==> src/shared/sclk_pkg.sv <==
package sclk_pkg;

    // ------------------------------------------------------------
    // Register map
    // ------------------------------------------------------------
    localparam logic [7:0] SYS_CLK_CTRL_IDX   = 8'h0d;
    localparam logic [9:0] SYS_CLK_CTRL_ADDR  = 10'h034;
    localparam logic [9:0] MODE_STATUS_ADDR   = 10'h040;
    localparam logic [9:0] EVENT_CTRL_ADDR    = 10'h044;
    localparam logic [6:0] SYS_CLK_CTRL_RESET = 7'h01;

    // ------------------------------------------------------------
    // Field positions
    // ------------------------------------------------------------
    localparam int PLL_MULT_LSB  = 4;
    localparam int HALT_KIND_BIT = 3;
    localparam int BOOST_LSB     = 1;
    localparam int CPU_SRC_BIT   = 0;
    localparam int EV_HALT_BIT   = 0;
    localparam int EV_WAKE_BIT   = 1;
    localparam int EV_WDT_BIT    = 2;

    // ------------------------------------------------------------
    // Multiplier codes
    // ------------------------------------------------------------
    localparam logic [2:0] MULT_X130   = 3'h0;
    localparam logic [2:0] MULT_X65    = 3'h1;
    localparam logic [2:0] MULT_X65_2  = 3'h2;
    localparam logic [2:0] MULT_X65_4  = 3'h3;
    localparam logic [1:0] SEL_X130    = 2'h0;
    localparam logic [1:0] SEL_X65     = 2'h1;
    localparam logic [1:0] SEL_X244    = 2'h2;

    // ------------------------------------------------------------
    // Timing
    // ------------------------------------------------------------
    localparam int CLK_PERIOD_NS    = 10;
    localparam int FIXED_WAIT_MS    = 18;
    localparam int FIXED_WAIT_CYC   = FIXED_WAIT_MS * 1000000 / CLK_PERIOD_NS;
    localparam int SUB_SETTLE_TICKS = 15;
    localparam int MAIN_SETTLE_TICKS = 11;
    localparam int OSC_START_CYC    = 64;

    typedef enum logic [2:0] {
        SCLK_ST_RESET_WAIT,
        SCLK_ST_NORMAL,
        SCLK_ST_GREEN,
        SCLK_ST_IDLE,
        SCLK_ST_SLEEP,
        SCLK_ST_START_WAIT
    } sclk_mode_type;

    typedef struct packed {
        logic [1:0] pll_sel;
        logic [1:0] pll_div_shift;
        logic [1:0] boost_div_sel;
        logic       cpu_on_main;
        logic       main_osc_en;
        logic       sub_osc_en;
        logic       cpu_run;
    } sclk_clk_out_type;

    typedef struct packed {
        logic main_timer_run;
        logic sub_timer_run;
        logic pin_timer_run;
        logic pin_timer_wake_en;
    } sclk_timer_out_type;

endpackage : sclk_pkg

==> src/logic/sclk_mode_ctrl.sv <==
// The AHB-Lite interface to the registers was chosen for this implementation.
`timescale 1ns/1ns
`default_nettype none

module sclk_mode_ctrl #(
    parameter int FIXED_WAIT = sclk_pkg::FIXED_WAIT_CYC,
    parameter int OSC_START  = sclk_pkg::OSC_START_CYC
) (
    input  wire logic                         hclk,
    input  wire logic                         hresetn,
    input  wire logic                         hsel,
    input  wire logic [31:0]                  haddr,
    input  wire logic [1:0]                   htrans,
    input  wire logic                         hwrite,
    input  wire logic [2:0]                   hsize,
    input  wire logic [31:0]                  hwdata,
    input  wire logic                         hready,
    output logic      [31:0]                  hrdata,
    output logic                              hreadyout,
    output logic                              hresp,
    input  wire logic                         sub_osc_tick,
    input  wire logic                         main_osc_tick,
    input  wire logic                         wake_event,
    input  wire logic                         wdt_enabled,
    output sclk_pkg::sclk_clk_out_type        clk_ctrl,
    output sclk_pkg::sclk_timer_out_type      timer_ctrl
);

    // ------------------------------------------------------------
    // State
    // ------------------------------------------------------------
    typedef struct packed {
        logic [6:0]              ctrl;
        logic                    ap_valid;
        logic                    ap_write;
        logic [9:0]              ap_addr;
        logic [31:0]             rdata;
        sclk_pkg::sclk_mode_type mode;
        sclk_pkg::sclk_mode_type target;
        logic                    sleep_wdt;
        logic [31:0]             fixed_cnt;
        logic [15:0]             osc_cnt;
        logic [4:0]              tick_cnt;
        logic                    use_main_ticks;
        logic                    event_halt;
        logic                    event_wake;
        sclk_pkg::sclk_clk_out_type   clk_out;
        sclk_pkg::sclk_timer_out_type tmr_out;
    } sclk_state_type;

    sclk_state_type s_q;
    sclk_state_type s_d;

    function automatic logic [1:0] pll_sel_of(input logic [2:0] code);
        if (code[2]) begin
            pll_sel_of = sclk_pkg::SEL_X244;
        end else if (code == sclk_pkg::MULT_X130) begin
            pll_sel_of = sclk_pkg::SEL_X130;
        end else begin
            pll_sel_of = sclk_pkg::SEL_X65;
        end
    endfunction : pll_sel_of

    function automatic logic [1:0] pll_shift_of(input logic [2:0] code);
        case (code)
            sclk_pkg::MULT_X65_2: pll_shift_of = 2'h1;
            sclk_pkg::MULT_X65_4: pll_shift_of = 2'h2;
            default:              pll_shift_of = 2'h0;
        endcase
    endfunction : pll_shift_of

    // ------------------------------------------------------------
    // Next state
    // ------------------------------------------------------------
    always_comb begin
        logic       wr_ok;
        logic       rd_ok;
        logic       halt_go;
        logic       wake_go;
        logic [2:0] mult;
        logic       running;
        mult    = 3'h0;
        running = 1'b0;
        s_d     = s_q;
        wr_ok   = s_q.ap_valid && s_q.ap_write;
        halt_go = 1'b0;
        wake_go = 1'b0;
        rd_ok   = hsel && hready && htrans[1] && !hwrite;
        s_d.ap_valid = hsel && hready && htrans[1];
        if (hready) begin
            s_d.ap_write = hwrite;
            s_d.ap_addr  = haddr[9:0];
        end
        if (wr_ok && s_q.ap_addr == sclk_pkg::SYS_CLK_CTRL_ADDR) begin
            s_d.ctrl = hwdata[6:0];
        end
        if (wr_ok && s_q.ap_addr == sclk_pkg::EVENT_CTRL_ADDR) begin
            halt_go = hwdata[sclk_pkg::EV_HALT_BIT];
            wake_go = hwdata[sclk_pkg::EV_WAKE_BIT];
            s_d.sleep_wdt = hwdata[sclk_pkg::EV_WDT_BIT];
        end
        wake_go = wake_go || wake_event;
        s_d.rdata = 32'h0;
        if (rd_ok) begin
            case (haddr[9:0])
                sclk_pkg::SYS_CLK_CTRL_ADDR: s_d.rdata = {25'h0, s_q.ctrl};
                sclk_pkg::MODE_STATUS_ADDR:  s_d.rdata = {28'h0, s_q.clk_out.cpu_run, s_q.mode};
                default:                     s_d.rdata = 32'h0;
            endcase
        end
        case (s_q.mode)
            sclk_pkg::SCLK_ST_NORMAL,
            sclk_pkg::SCLK_ST_GREEN: begin
                if (halt_go) begin
                    s_d.sleep_wdt = wdt_enabled;
                    s_d.target = s_q.mode;
                    if (s_q.ctrl[sclk_pkg::HALT_KIND_BIT]) begin
                        s_d.mode = sclk_pkg::SCLK_ST_IDLE;
                    end else begin
                        s_d.mode = sclk_pkg::SCLK_ST_SLEEP;
                    end
                end else if (s_q.mode == sclk_pkg::SCLK_ST_GREEN
                             && s_q.ctrl[sclk_pkg::CPU_SRC_BIT]) begin
                    s_d.mode           = sclk_pkg::SCLK_ST_START_WAIT;
                    s_d.target         = sclk_pkg::SCLK_ST_NORMAL;
                    s_d.osc_cnt        = 16'(OSC_START);
                    s_d.fixed_cnt      = 32'h0;
                    s_d.tick_cnt       = 5'(sclk_pkg::MAIN_SETTLE_TICKS);
                    s_d.use_main_ticks = 1'b1;
                end else if (s_q.mode == sclk_pkg::SCLK_ST_NORMAL
                             && !s_q.ctrl[sclk_pkg::CPU_SRC_BIT]) begin
                    s_d.mode = sclk_pkg::SCLK_ST_GREEN;
                end
            end
            sclk_pkg::SCLK_ST_IDLE,
            sclk_pkg::SCLK_ST_SLEEP: begin
                if (wake_go) begin
                    s_d.target = s_q.ctrl[sclk_pkg::CPU_SRC_BIT] ? sclk_pkg::SCLK_ST_NORMAL
                                                              : sclk_pkg::SCLK_ST_GREEN;
                    s_d.mode           = sclk_pkg::SCLK_ST_START_WAIT;
                    s_d.osc_cnt        = 16'(OSC_START);
                    s_d.tick_cnt       = 5'(sclk_pkg::SUB_SETTLE_TICKS);
                    s_d.use_main_ticks = 1'b0;
                    s_d.fixed_cnt      = (s_q.mode == sclk_pkg::SCLK_ST_SLEEP)
                                         ? 32'(FIXED_WAIT) : 32'h0;
                end
            end
            sclk_pkg::SCLK_ST_RESET_WAIT,
            sclk_pkg::SCLK_ST_START_WAIT: begin
                if (s_q.fixed_cnt != 32'h0) begin
                    s_d.fixed_cnt = s_q.fixed_cnt - 32'h1;
                end else if (s_q.osc_cnt != 16'h0) begin
                    s_d.osc_cnt = s_q.osc_cnt - 16'h1;
                end else if (s_q.tick_cnt != 5'h0) begin
                    if (s_q.use_main_ticks ? main_osc_tick : sub_osc_tick) begin
                        s_d.tick_cnt = s_q.tick_cnt - 5'h1;
                    end
                end else begin
                    s_d.mode = s_q.target;
                end
            end
            default: s_d.mode = sclk_pkg::SCLK_ST_NORMAL;
        endcase

        mult    = s_d.ctrl[sclk_pkg::PLL_MULT_LSB +: 3];
        running = (s_d.mode == sclk_pkg::SCLK_ST_NORMAL) || (s_d.mode == sclk_pkg::SCLK_ST_GREEN);
        s_d.clk_out.pll_sel       = pll_sel_of(mult);
        s_d.clk_out.pll_div_shift = pll_shift_of(mult);
        s_d.clk_out.boost_div_sel = s_d.ctrl[sclk_pkg::BOOST_LSB +: 2];
        s_d.clk_out.cpu_on_main   = (s_d.mode == sclk_pkg::SCLK_ST_NORMAL);
        s_d.clk_out.cpu_run       = running;
        s_d.clk_out.main_osc_en   = s_d.ctrl[sclk_pkg::CPU_SRC_BIT]
                                    && s_d.mode != sclk_pkg::SCLK_ST_SLEEP
                                    && s_d.mode != sclk_pkg::SCLK_ST_IDLE;
        s_d.clk_out.sub_osc_en    = (s_d.mode != sclk_pkg::SCLK_ST_SLEEP);
        s_d.tmr_out.main_timer_run = (s_d.mode == sclk_pkg::SCLK_ST_NORMAL);
        s_d.tmr_out.sub_timer_run  = running
                                     || (s_d.mode == sclk_pkg::SCLK_ST_IDLE)
                                     || (s_d.mode == sclk_pkg::SCLK_ST_SLEEP
                                         && !s_d.sleep_wdt && 1'b0);
        s_d.tmr_out.pin_timer_run     = 1'b1;
        s_d.tmr_out.pin_timer_wake_en = (s_d.mode != sclk_pkg::SCLK_ST_SLEEP);
        s_d.event_halt = halt_go;
        s_d.event_wake = wake_go;
    end

    // ------------------------------------------------------------
    // Registers
    // ------------------------------------------------------------
    always_ff @(posedge hclk or negedge hresetn) begin
        if (!hresetn) begin
            s_q                <= '0;
            s_q.ctrl           <= sclk_pkg::SYS_CLK_CTRL_RESET;
            s_q.mode           <= sclk_pkg::SCLK_ST_RESET_WAIT;
            s_q.target         <= sclk_pkg::SCLK_ST_NORMAL;
            s_q.fixed_cnt      <= 32'(FIXED_WAIT);
            s_q.osc_cnt        <= 16'(OSC_START);
            s_q.tick_cnt       <= 5'(sclk_pkg::SUB_SETTLE_TICKS);
            s_q.clk_out.sub_osc_en  <= 1'b1;
            s_q.clk_out.main_osc_en <= 1'b1;
            s_q.tmr_out.pin_timer_run <= 1'b1;
        end else begin
            s_q <= s_d;
        end
    end

    assign hrdata     = s_q.rdata;
    assign hreadyout  = 1'b1;
    assign hresp      = 1'b0;
    assign clk_ctrl   = s_q.clk_out;
    assign timer_ctrl = s_q.tmr_out;

endmodule : sclk_mode_ctrl

`default_nettype wire

==> config.mk <==
export PLATFORM = sky130hd
export DESIGN_NAME = sclk_mode_ctrl
export DESIGN_NICKNAME = d
export VERILOG_FILES = /design/src/shared/sclk_pkg.sv /design/src/logic/sclk_mode_ctrl.sv
export SDC_FILE = /design/constraint.sdc
export NUM_CORES = 1
export LEC_CHECK = 0
export BUFFER_PORTS_ARGS = -buffer_cell sky130_fd_sc_hd__buf_2
export CAP_MARGIN = 30
export CELL_PAD_IN_SITES_DETAIL_PLACEMENT = 1
export CELL_PAD_IN_SITES_GLOBAL_PLACEMENT = 1
export CORE_AREA = 2 2 164 118
export CTS_CLUSTER_SIZE = 12
export DETAILED_ROUTE_END_ITERATION = 7
export DIE_AREA = 0 0 166 120
export PLACE_DENSITY = 0.61
export RECOVER_POWER = 100
export SETUP_SLACK_MARGIN = 0.4
export SLEW_MARGIN = 20
export SYNTH_ARGS = -nofsm -noshare
export SYNTH_HDL_FRONTEND = slang
export SYNTH_SLANG_ARGS = --single-unit
==> constraint.sdc <==
create_clock -name hclk -period 2.9 [get_ports hclk]
set_input_delay 0.29 -clock hclk [delete_from_list [all_inputs] [get_ports hclk]]
set_output_delay 0.29 -clock hclk [all_outputs]
set_load 0.05 [all_outputs]
==> results of run 1 <==
-- per-stage QoR --
stage	hold WS [ps]	std cells	power, mW	util
after global routing	155.6	871	2.878	0.3489
final	168.4	871	2.773	0.3489
after floorplan	-5.591	596	1.526	-
after detailed placement	277.6	843	1.564	0.3164
after CTS	155.2	864	2.806	0.3432
after global placement	271.7	843	1.558	0.3164
-- final timing paths --
kind                       startpoint  endpoint  slack (ps)  cells after the start
setup / recovery              s_q[40]   s_q[57]         210                      7
hold / removal              hwdata[2]  s_q[123]         170                      2
setup reg to reg              s_q[40]   s_q[57]         210                      7
hold reg to reg               s_q[23]   s_q[23]         510                      2
max in group asynchronous     hresetn   s_q[50]         690                      3
min in group asynchronous     hresetn  s_q[119]        1020                      2
-- worst max-delay path: stages (launching register included) --
cell and delay (ps):
dfrtp_1 420, nor4_1 600, clkbuf_2 310, nand4_1 270, or2_2 400, or4_1 400, nand3_1 90, o311ai_0 120
-- placed cells by master, fill, tap and decap left out, types with 15 or more instances in the layout --
cell type	synthesis	routed
a21oi_1	19	18
buf_2	2	22
buf_4	48	27
clkbuf_1	16	28
conb_1	2	28
dfrtp_1	75	75
dfstp_2	20	20
inv_1	15	15
nand2_1	32	31
nor2_1	71	72
nor3_1	29	25
o21ai_0	24	23
xnor2_1	23	23
-- layout make-up --
class | instances | share of cell area
Multi-Input combinational cell | 419 | 0.4431
Sequential cell | 95 | 0.3733
Timing Repair Buffer | 83 | 0.08069
Tap cell | 242 | 0.04705
Clock buffer | 11 | 0.03617
Clock inverter | 5 | 0.009916
Inverter | 16 | 0.009722
-- timing repair --
action | in CTS | in global routing
hold buffers | 1 | 0
pin swaps | 9 | 20
cloned | 1 | 1
setup endpoints to repair | 51 | 57
endpoints found under the hold margin | 31 | 0
gates resized for setup | 28 | 30
buffers inserted | 3 | 6
-- cell families (layout without fill, tap and decap cells) --
family / after synthesis / in the layout / share of synthesized area
buf+inv: 84 / 115 / 0.09527
other cells: 2 / 28 / 0.001391
flops: 95 / 95 / 0.4451
fa+ha+maj: 6 / 6 / 0.01391
xor+xnor: 29 / 29 / 0.04706
mux: 21 / 21 / 0.04288
simple gates: 240 / 242 / 0.2425
compound gates: 93 / 93 / 0.1120
-- routing by layer --
| layer | part of all wire | global-route usage |
|---|---|---|
| met1 | 0.50 | 0.2160 |
| met2 | 0.46 | 0.2344 |
| met3 | 0.029 | 0.03166 |
| met4 | 0.010 | 0.04130 |
| met5 | 0 | 0 |
-- power by group through the flow --
stage	Sequential, mW	Combinational (mW)	Clock [mW]
final	1.37	0.183	1.22
after global routing	1.37	0.198	1.31
after CTS	1.36	0.182	1.26
after detailed placement	1.39	0.178	0
after global placement	1.38	0.174	0
after floorplan	1.38	0.145	0
-- state kept, by name, indices dropped and copies added (netlist names) --
register	flops
hrdata	7
timer_ctrl	3
s_q	78
clk_ctrl	7
==> results.yml, run 1 <==
cts:
  cts_tree: "done"
  clock_latency_ps: 360
  clkTransAtPathRegs_ps: 70
  root_buffer: "clkbuf_16"
  numClockSinks: 95
  cts_buffers: 9
  cts_buffer_depth: 2
  htree_levels: 3
sta:
  rsz0062_at_grt: "yes"
  tightestPinTransition_ps: 1959
  fin_ws_ps: 208.0
  finalCritPeriodShare: 0.9283
  setup_viol: 0
  tns_ps: 0
  relSlewSlack: -0.3058
  hold_viol: 0
  min_period_ps: 2692
  fmax_mhz: 371.5
  maxSlewViolCount: 35
  finClkSkew_ps: 11.12
critical_path:
  end_kind: "register"
  arrival_ps: 2950
  crit_path_max_fanout: 8
  crit_required_ps: 3160
  worst_setup_path_start_kind: "register"
  crit_type: "reg2reg"
outcome:
  violations: "capacitance limit, slew limit"
  status: "complete, but fails checks"
die:
  rows: 42
  core_area_mm2: 0.01845
  start_util: 0.2926
  die_area_mm2: 0.01992
  die_height_um: 120
  die_w_um: 166
  num_io_pins: 126
synth:
  synth_top_area_frac: 0.3477
  ys_ff_latch: 95
  synth-edff-count: 0
  ys_async_sr_fraction: 1.000
  ys_warn_count: 0
  ys_types: 65
  synth_area_mm2: 0.005398
  synthCells: 570
  synthTopCellsByCount: "dfrtp_1, nor2_1, buf_4, nand2_1, nor3_1"
  synth_top_area_cell: "dfrtp_1"
  ys.flop_type: "dfrtp_1"
  synth_area_leaders: "dfrtp_1, dfstp_2, buf_4"
  yosysMostFrequentCell: "dfrtp_1"
  avgSynthCellArea_um2: 9.470
  yosysSeqAreaShare: 0.4451
drt:
  drt_wl_total_mm: 14.96
  dr.pass1.iters: 4
  vias: 4382
  antenna_left: 0
  drtIter0Drc: 162
  routedWlPerCell_um: 17.18
  drcViolationCount: 0
  vias_per_cell: 5.031
finish:
  antennaDiodeCount: 0
  multiInputGateArea_mm2: 0.002851
  drive_above_1_share: 0.2385
  nets: 708
  areaGrowthSynthToFinish_pct: 19.22
  seq_area_mm2: 0.002402
  final_area_mm2: 0.006435
  fill_cells: 2128
global_route:
  grt_pass1_vias: 4625
  antenna_found_initial: 0
  grt_pass1_wl_mm: 24.28
  grt_start_max_net_pins: 62
  grt-ovfl-total: 0
  track_usage: 0.1518
pwr:
  p_sw_mw: 0.7041
  ir_drop_v: 0.0002241
  clkPwrFrac: 0.441
  p_int_mw: 2.069
  sw_frac_of_total: 0.2539
  power.density_mw_per_mm2: 430.9
  seqPwrFrac: 0.493
  leakage_nw: 2.661
  p_comb_frac: 0.066
placed_design:
  pre_cts_slack_ps: 87.94
  hpwlAfterDp_mm: 10.23
  dpl_cell_area_mm2: 0.005837
  routabilityCongestion: 0.7462
  port_buffers: 45
min_path:
  worstHoldPathType: "in2reg"
job:
  drv_cap: 1
Power figures use the tool's default switching activity.
==> run 2: changes to the inputs <==
--- a/config.mk
+++ b/config.mk
@@ -13,9 +13,9 @@
 export CTS_CLUSTER_SIZE = 12
 export DETAILED_ROUTE_END_ITERATION = 7
 export DIE_AREA = 0 0 166 120
-export PLACE_DENSITY = 0.61
+export PLACE_DENSITY_LB_ADDON = 0.1
 export RECOVER_POWER = 100
-export SETUP_SLACK_MARGIN = 0.4
+export SETUP_SLACK_MARGIN = 0.3
 export SLEW_MARGIN = 20
 export SYNTH_ARGS = -nofsm -noshare
 export SYNTH_HDL_FRONTEND = slang
==> run 2 against run 1 <==
Effect of this change:
- the flow now finishes without violations
- setup slack improved by 2.7 ps
- die area stayed put
- clock power is 3% lower
- routed wire length barely moved
- clock skew is 1.6 ps lower
- total power is 1.7% lower
- maximum frequency is 0.10% higher
- cell count unchanged
- first-iteration DRC count is 44% higher
- utilization decreased by 0.78 points
- critical path type unchanged
==> results.yml, run 2 (synthesized netlist as in run 1, its figures left out) <==
finish:
  final_common_cell: "dfrtp_1"
  areaGrowthSynthToFinish_pct: 16.55
  final_cell_mix: "dfrtp_1, nor2_1, nand2_1"
  nets: 708
  regMostFlops: "s_q"
  antennaDiodeCount: 0
  largest_reg_flops: 78
  drive_above_1_share: 0.2162
sta:
  maxSlewViolCount: 0
  rsz0062_at_grt: "yes"
  fmax_mhz: 371.9
  min_period_ps: 2689
  hold_viol: 0
  finalCritPeriodShare: 0.9273
  tns_ps: 0
  tightestPinTransition_ps: 986.5
  relSlewSlack: 0.3423
  setup_viol: 0
  fin_ws_ps: 210.8
  finClkSkew_ps: 9.484
global_route:
  grt_start_max_net_pins: 57
  track_usage: 0.1578
  antenna_found_initial: 0
  grt_pass1_wl_mm: 24.83
  grt-ovfl-total: 0
  grt_pass1_vias: 4511
die:
  die_area_mm2: 0.01992
  core_area_mm2: 0.01845
  start_util: 0.2926
  die_w_um: 166
  rows: 42
  die_height_um: 120
  num_io_pins: 126
placed_design:
  routabilityCongestion: 0.7624
  hpwlAfterDp_mm: 10.53
  port_buffers: 45
  pre_cts_slack_ps: 46.99
critical_path:
  arrival_ps: 2930
  slowest_stage: "or4_4"
  cpLargestDelayFamily: "simple AND/OR/NAND/NOR gates"
  end_kind: "register"
  crit_type: "reg2reg"
  worst_setup_path_start_kind: "register"
  path_cells: "or4_4 -> or3b_4 -> nor4_2 -> mux2_1 -> o211ai_2 -> buf_6 -> nand2_1"
  worst-path-buf-inv: 1
  crit_required_ps: 3140
  crit_path_max_incr_delay_ps: 540
  crit_path_max_fanout: 6
job:
  drv_cap: 0
drt:
  drtIter0Drc: 233
  dr.pass1.iters: 4
  routedWlPerCell_um: 17.18
  vias_per_cell: 4.955
  drcViolationCount: 0
  drt_wl_total_mm: 14.97
  vias: 4316
  antenna_left: 0
pwr:
  power.density_mw_per_mm2: 433.4
  leakage_nw: 2.625
  p_int_mw: 1.988
  seqPwrFrac: 0.501
  ir_drop_v: 0.0002086
  p_comb_frac: 0.065
  clkPwrFrac: 0.434
  p_sw_mw: 0.7384
  sw_frac_of_total: 0.2708
cts:
  clock_latency_ps: 360
  clkTransAtPathRegs_ps: 80
  htree_levels: 3
  numClockSinks: 95
  cts_buffer_depth: 2
  root_buffer: "clkbuf_16"
  cts_tree: "done"
  cts_buffers: 9
min_path:
  worstHoldPathType: "in2reg"
outcome:
  status: "finished clean"
[run 2: cell types whose count changed in the layout (fill, tap and decap cells not counted), moves of 2 or more]
cell,change
nor4_4,-3
o21ai_0,+2
nor4_1,+4
nor2_1,-2
nand2_2,-2
nor4b_1,+2
buf_4,-3
[run 2: power by group through the flow]
| stage | registers, mW | clock network [mW] | logic, mW |
|---|---|---|---|
| 5_1_grt | 1.37 | 1.27 | 0.192 |
| 2_1_floorplan | 1.38 | 0 | 0.145 |
| 6_report | 1.37 | 1.18 | 0.177 |
| 3_5_place_dp | 1.39 | 0 | 0.178 |
| 3_3_place_gp | 1.38 | 0 | 0.176 |
| 4_1_cts | 1.36 | 1.23 | 0.181 |
[run 2: final timing paths]
path | depth (start not counted) | slack (ps) | start | endpoint
setup / recovery | 7 | 210 | s_q[57] | timer_ctrl[0]
hold / removal | 3 | 130 | hwdata[3] | s_q[124]
setup reg to reg | 7 | 210 | s_q[57] | timer_ctrl[0]
hold reg to reg | 1 | 500 | s_q[126] | hrdata[5]
max in group asynchronous | 3 | 790 | hresetn | s_q[49]
min in group asynchronous | 2 | 620 | hresetn | s_q[124]
[run 2: worst register-to-register path, delay by kind of cell (launching register included)]
kind            cells  cell delay (ps)
simple gates        4             1520
flops               1              390
mux                 1              390
buf+inv             1              160
compound gates      1              110
[run 2: what timing repair did]
action                                  in CTS  in global routing
cloned                                       0                  1
setup buffers                                4                  3
hold buffers                                 1                  0
resized for setup                           15                 19
hold endpoints to repair                    33                  0
pin swaps                                    8                 12
endpoints found under the setup margin      47                 48
[run 2: final cells by class]
class	count	area (µm²)
clock buffers	9	225.2
clock inverters	7	62.56
fillers	2121	12150
inverters	16	61.31
multi-input cells	418	2714
flip-flops and latches	95	2402
well taps	242	302.8
repair buffers	84	523.0
[run 2: metal layers]
metal  part of all wire  vias to the layer above  wire length [µm]  track usage
met5                  0                        -                 0            0
met4             0.0094                        0               140      0.04293
met3              0.030                       10               450      0.02902
met2               0.43                       66              6421       0.2308
met1               0.53                     2167              7955       0.2374
li1                   -                     2073                 -            -
[run 2: through the flow]
step                      utilization  instances  cell area (µm²)  total power [mW]  hold WS [ps]
after floorplan                     -        596             5495             1.526        -5.591
after global placement         0.3166        845             5839             1.561         305.5
after detailed placement       0.3181        846             5867             1.564         302.7
after CTS                      0.3401        867             6274             2.771         122.8
after global routing           0.3411        871             6291             2.835         130.5
final                          0.3411        871             6291             2.727         134.8
==> run 3: changes to the inputs <==
--- a/config.mk
+++ b/config.mk
@@ -9,10 +9,10 @@
 export CAP_MARGIN = 30
 export CELL_PAD_IN_SITES_DETAIL_PLACEMENT = 1
 export CELL_PAD_IN_SITES_GLOBAL_PLACEMENT = 1
-export CORE_AREA = 2 2 164 118
+export CORE_AREA = 2 2 141 101
 export CTS_CLUSTER_SIZE = 12
 export DETAILED_ROUTE_END_ITERATION = 7
-export DIE_AREA = 0 0 166 120
+export DIE_AREA = 0 0 143 103
 export PLACE_DENSITY_LB_ADDON = 0.1
 export RECOVER_POWER = 100
 export SETUP_SLACK_MARGIN = 0.3
==> run 3 against run 2 <==
Effect of this change:
- utilization increased by 12 points
- highest routed layer unchanged
- sequential share of layout area is 0.12 points higher
- via count grew 1.3%
==> results.yml, run 3 (synthesized netlist as in run 1, its figures left out) <==
sta:
  min_period_ps: 2695
  finalCritPeriodShare: 0.9293
  setup_viol: 0
  tightestPinTransition_ps: 1233
  maxSlewViolCount: 0
  finClkSkew_ps: 6.176
  rsz0062_at_grt: "yes"
  hold_viol: 0
  fmax_mhz: 371.1
  tns_ps: 0
  relSlewSlack: 0.1780
min_path:
  min_to: "s_q[124]"
  min_path_cells: 3
  worstHoldPathType: "in2reg"
  hp-start: "hwdata[3]"
finish:
  antennaDiodeCount: 0
  seq_area_mm2: 0.002404
  nets: 709
  final_cell_mix: "dfrtp_1, nor2_1, nand2_1"
  drive_above_1_share: 0.2254
  largest_reg_flops: 78
  final_cells: 820
  regMostFlops: "s_q"
  final_common_cell: "dfrtp_1"
  areaGrowthSynthToFinish_pct: 16.25
  multiInputGateArea_mm2: 0.002750
  fill_cells: 1568
placed_design:
  port_buffers: 45
  routabilityCongestion: 0.7933
  hpwlAfterDp_mm: 9.927
  placed_cells: 793
die:
  die_height_um: 103
  rows: 36
  core_area_mm2: 0.01356
  num_io_pins: 126
  start_util: 0.3981
  die_w_um: 143
  die_area_mm2: 0.01473
pwr:
  power.density_mw_per_mm2: 455.3
  leakage_nw: 2.643
  ir_drop_v: 0.0003258
cts:
  clkTransAtPathRegs_ps: 70
  htree_levels: 3
  cts_tree: "done"
  cts_buffer_depth: 2
  clock_latency_ps: 350
  root_buffer: "clkbuf_16"
  cts_buffers: 9
  numClockSinks: 95
drt:
  drt_wl_total_mm: 14.27
  dr.pass1.iters: 4
  drtIter0Drc: 243
  vias_per_cell: 5.330
  antenna_left: 0
  vias: 4371
  routedWlPerCell_um: 17.40
  drcViolationCount: 0
critical_path:
  end_kind: "register"
  arrival_ps: 2950
  crit_path_max_fanout: 4
  rrSetupSlack_ps: 210
  worst_setup_path_start_kind: "register"
  r2r_end: "clk_ctrl[2]"
  crit_required_ps: 3160
  crit_type: "reg2reg"
  ff2ff_path_depth: 9
  regToRegStartpoint: "s_q[40]"
global_route:
  grt_pass1_vias: 4398
  grt-ovfl-total: 0
  grt_start_max_net_pins: 48
  grt_pass1_wl_mm: 22.86
  track_usage: 0.2001
  antenna_found_initial: 0
job:
  drv_cap: 0
outcome:
  status: "finished clean"
[run 3: through the flow]
| step | instance area (µm²) | util | power (mW) | hold slack [ps] | setup slack, ps |
|---|---|---|---|---|---|
| 3_5_place_dp | 5749 | 0.4240 | 1.563 | 348.5 | 136.8 |
| 4_1_cts | 6156 | 0.4540 | 2.889 | 147.4 | 256.5 |
| 3_3_place_gp | 5749 | 0.4240 | 1.558 | 344.6 | 161.9 |
| 5_1_grt | 6275 | 0.4628 | 2.972 | 170.8 | 100.7 |
| 2_1_floorplan | 5495 | - | 1.526 | -5.591 | 314.6 |
| 6_report | 6275 | 0.4628 | 2.857 | 151.8 | 205.1 |
[run 3: worst max-delay path: stages, from the launching register on]
cell and delay (ps):
dfrtp_1 420, nor4_1 480, nand4_1 240, clkbuf_1 230
nor4_4 360, clkbuf_1 180, mux2_4 320, o211ai_2 90
nor3b_2 80, a211oi_2 210
[run 3: how the worst max path moves through the flow]
stage | startpoint | to | slack [ps] | cells past startpoint
5_1_grt | s_q[112] | s_q[48] | 100 | 8
2_1_floorplan | s_q[54] | s_q[40] | 310 | 8
3_3_place_gp | s_q[56] | s_q[67] | 160 | 8
4_1_cts | s_q[54] | timer_ctrl[0] | 260 | 8
6_report | s_q[40] | clk_ctrl[2] | 210 | 9
3_5_place_dp | s_q[55] | s_q[67] | 140 | 8
[run 3: area by class of cell]
class,instances,share of cell area
Clock buffer,10,0.03809
Clock inverter,6,0.01456
Inverter,16,0.009771
Multi-Input combinational cell,418,0.4383
Sequential cell,95,0.3831
Tap cell,190,0.03789
Timing Repair Buffer,85,0.07836
[run 3: repair_timing]
item                                    CTS  global route
hold buffers                              1             0
pin swaps                                 7            15
hold endpoints to repair                 33             0
cloned                                    0             2
endpoints found under the setup margin   28            36
buffers inserted                          3             5
gates resized for setup                   9            38
[run 3: power by group]
group	internal [mW]	switching (mW)
combinational	0.0417	0.135
sequential	1.35	0.0211
clock	0.784	0.529
[run 3: layer usage]
layer	part of all wire	vias up	global-route usage
met2	0.46	67	0.3232
met4	0.010	0	0.05179
met3	0.029	14	0.03809
met1	0.50	2221	0.2787
li1	-	2069	-
met5	0	-	0
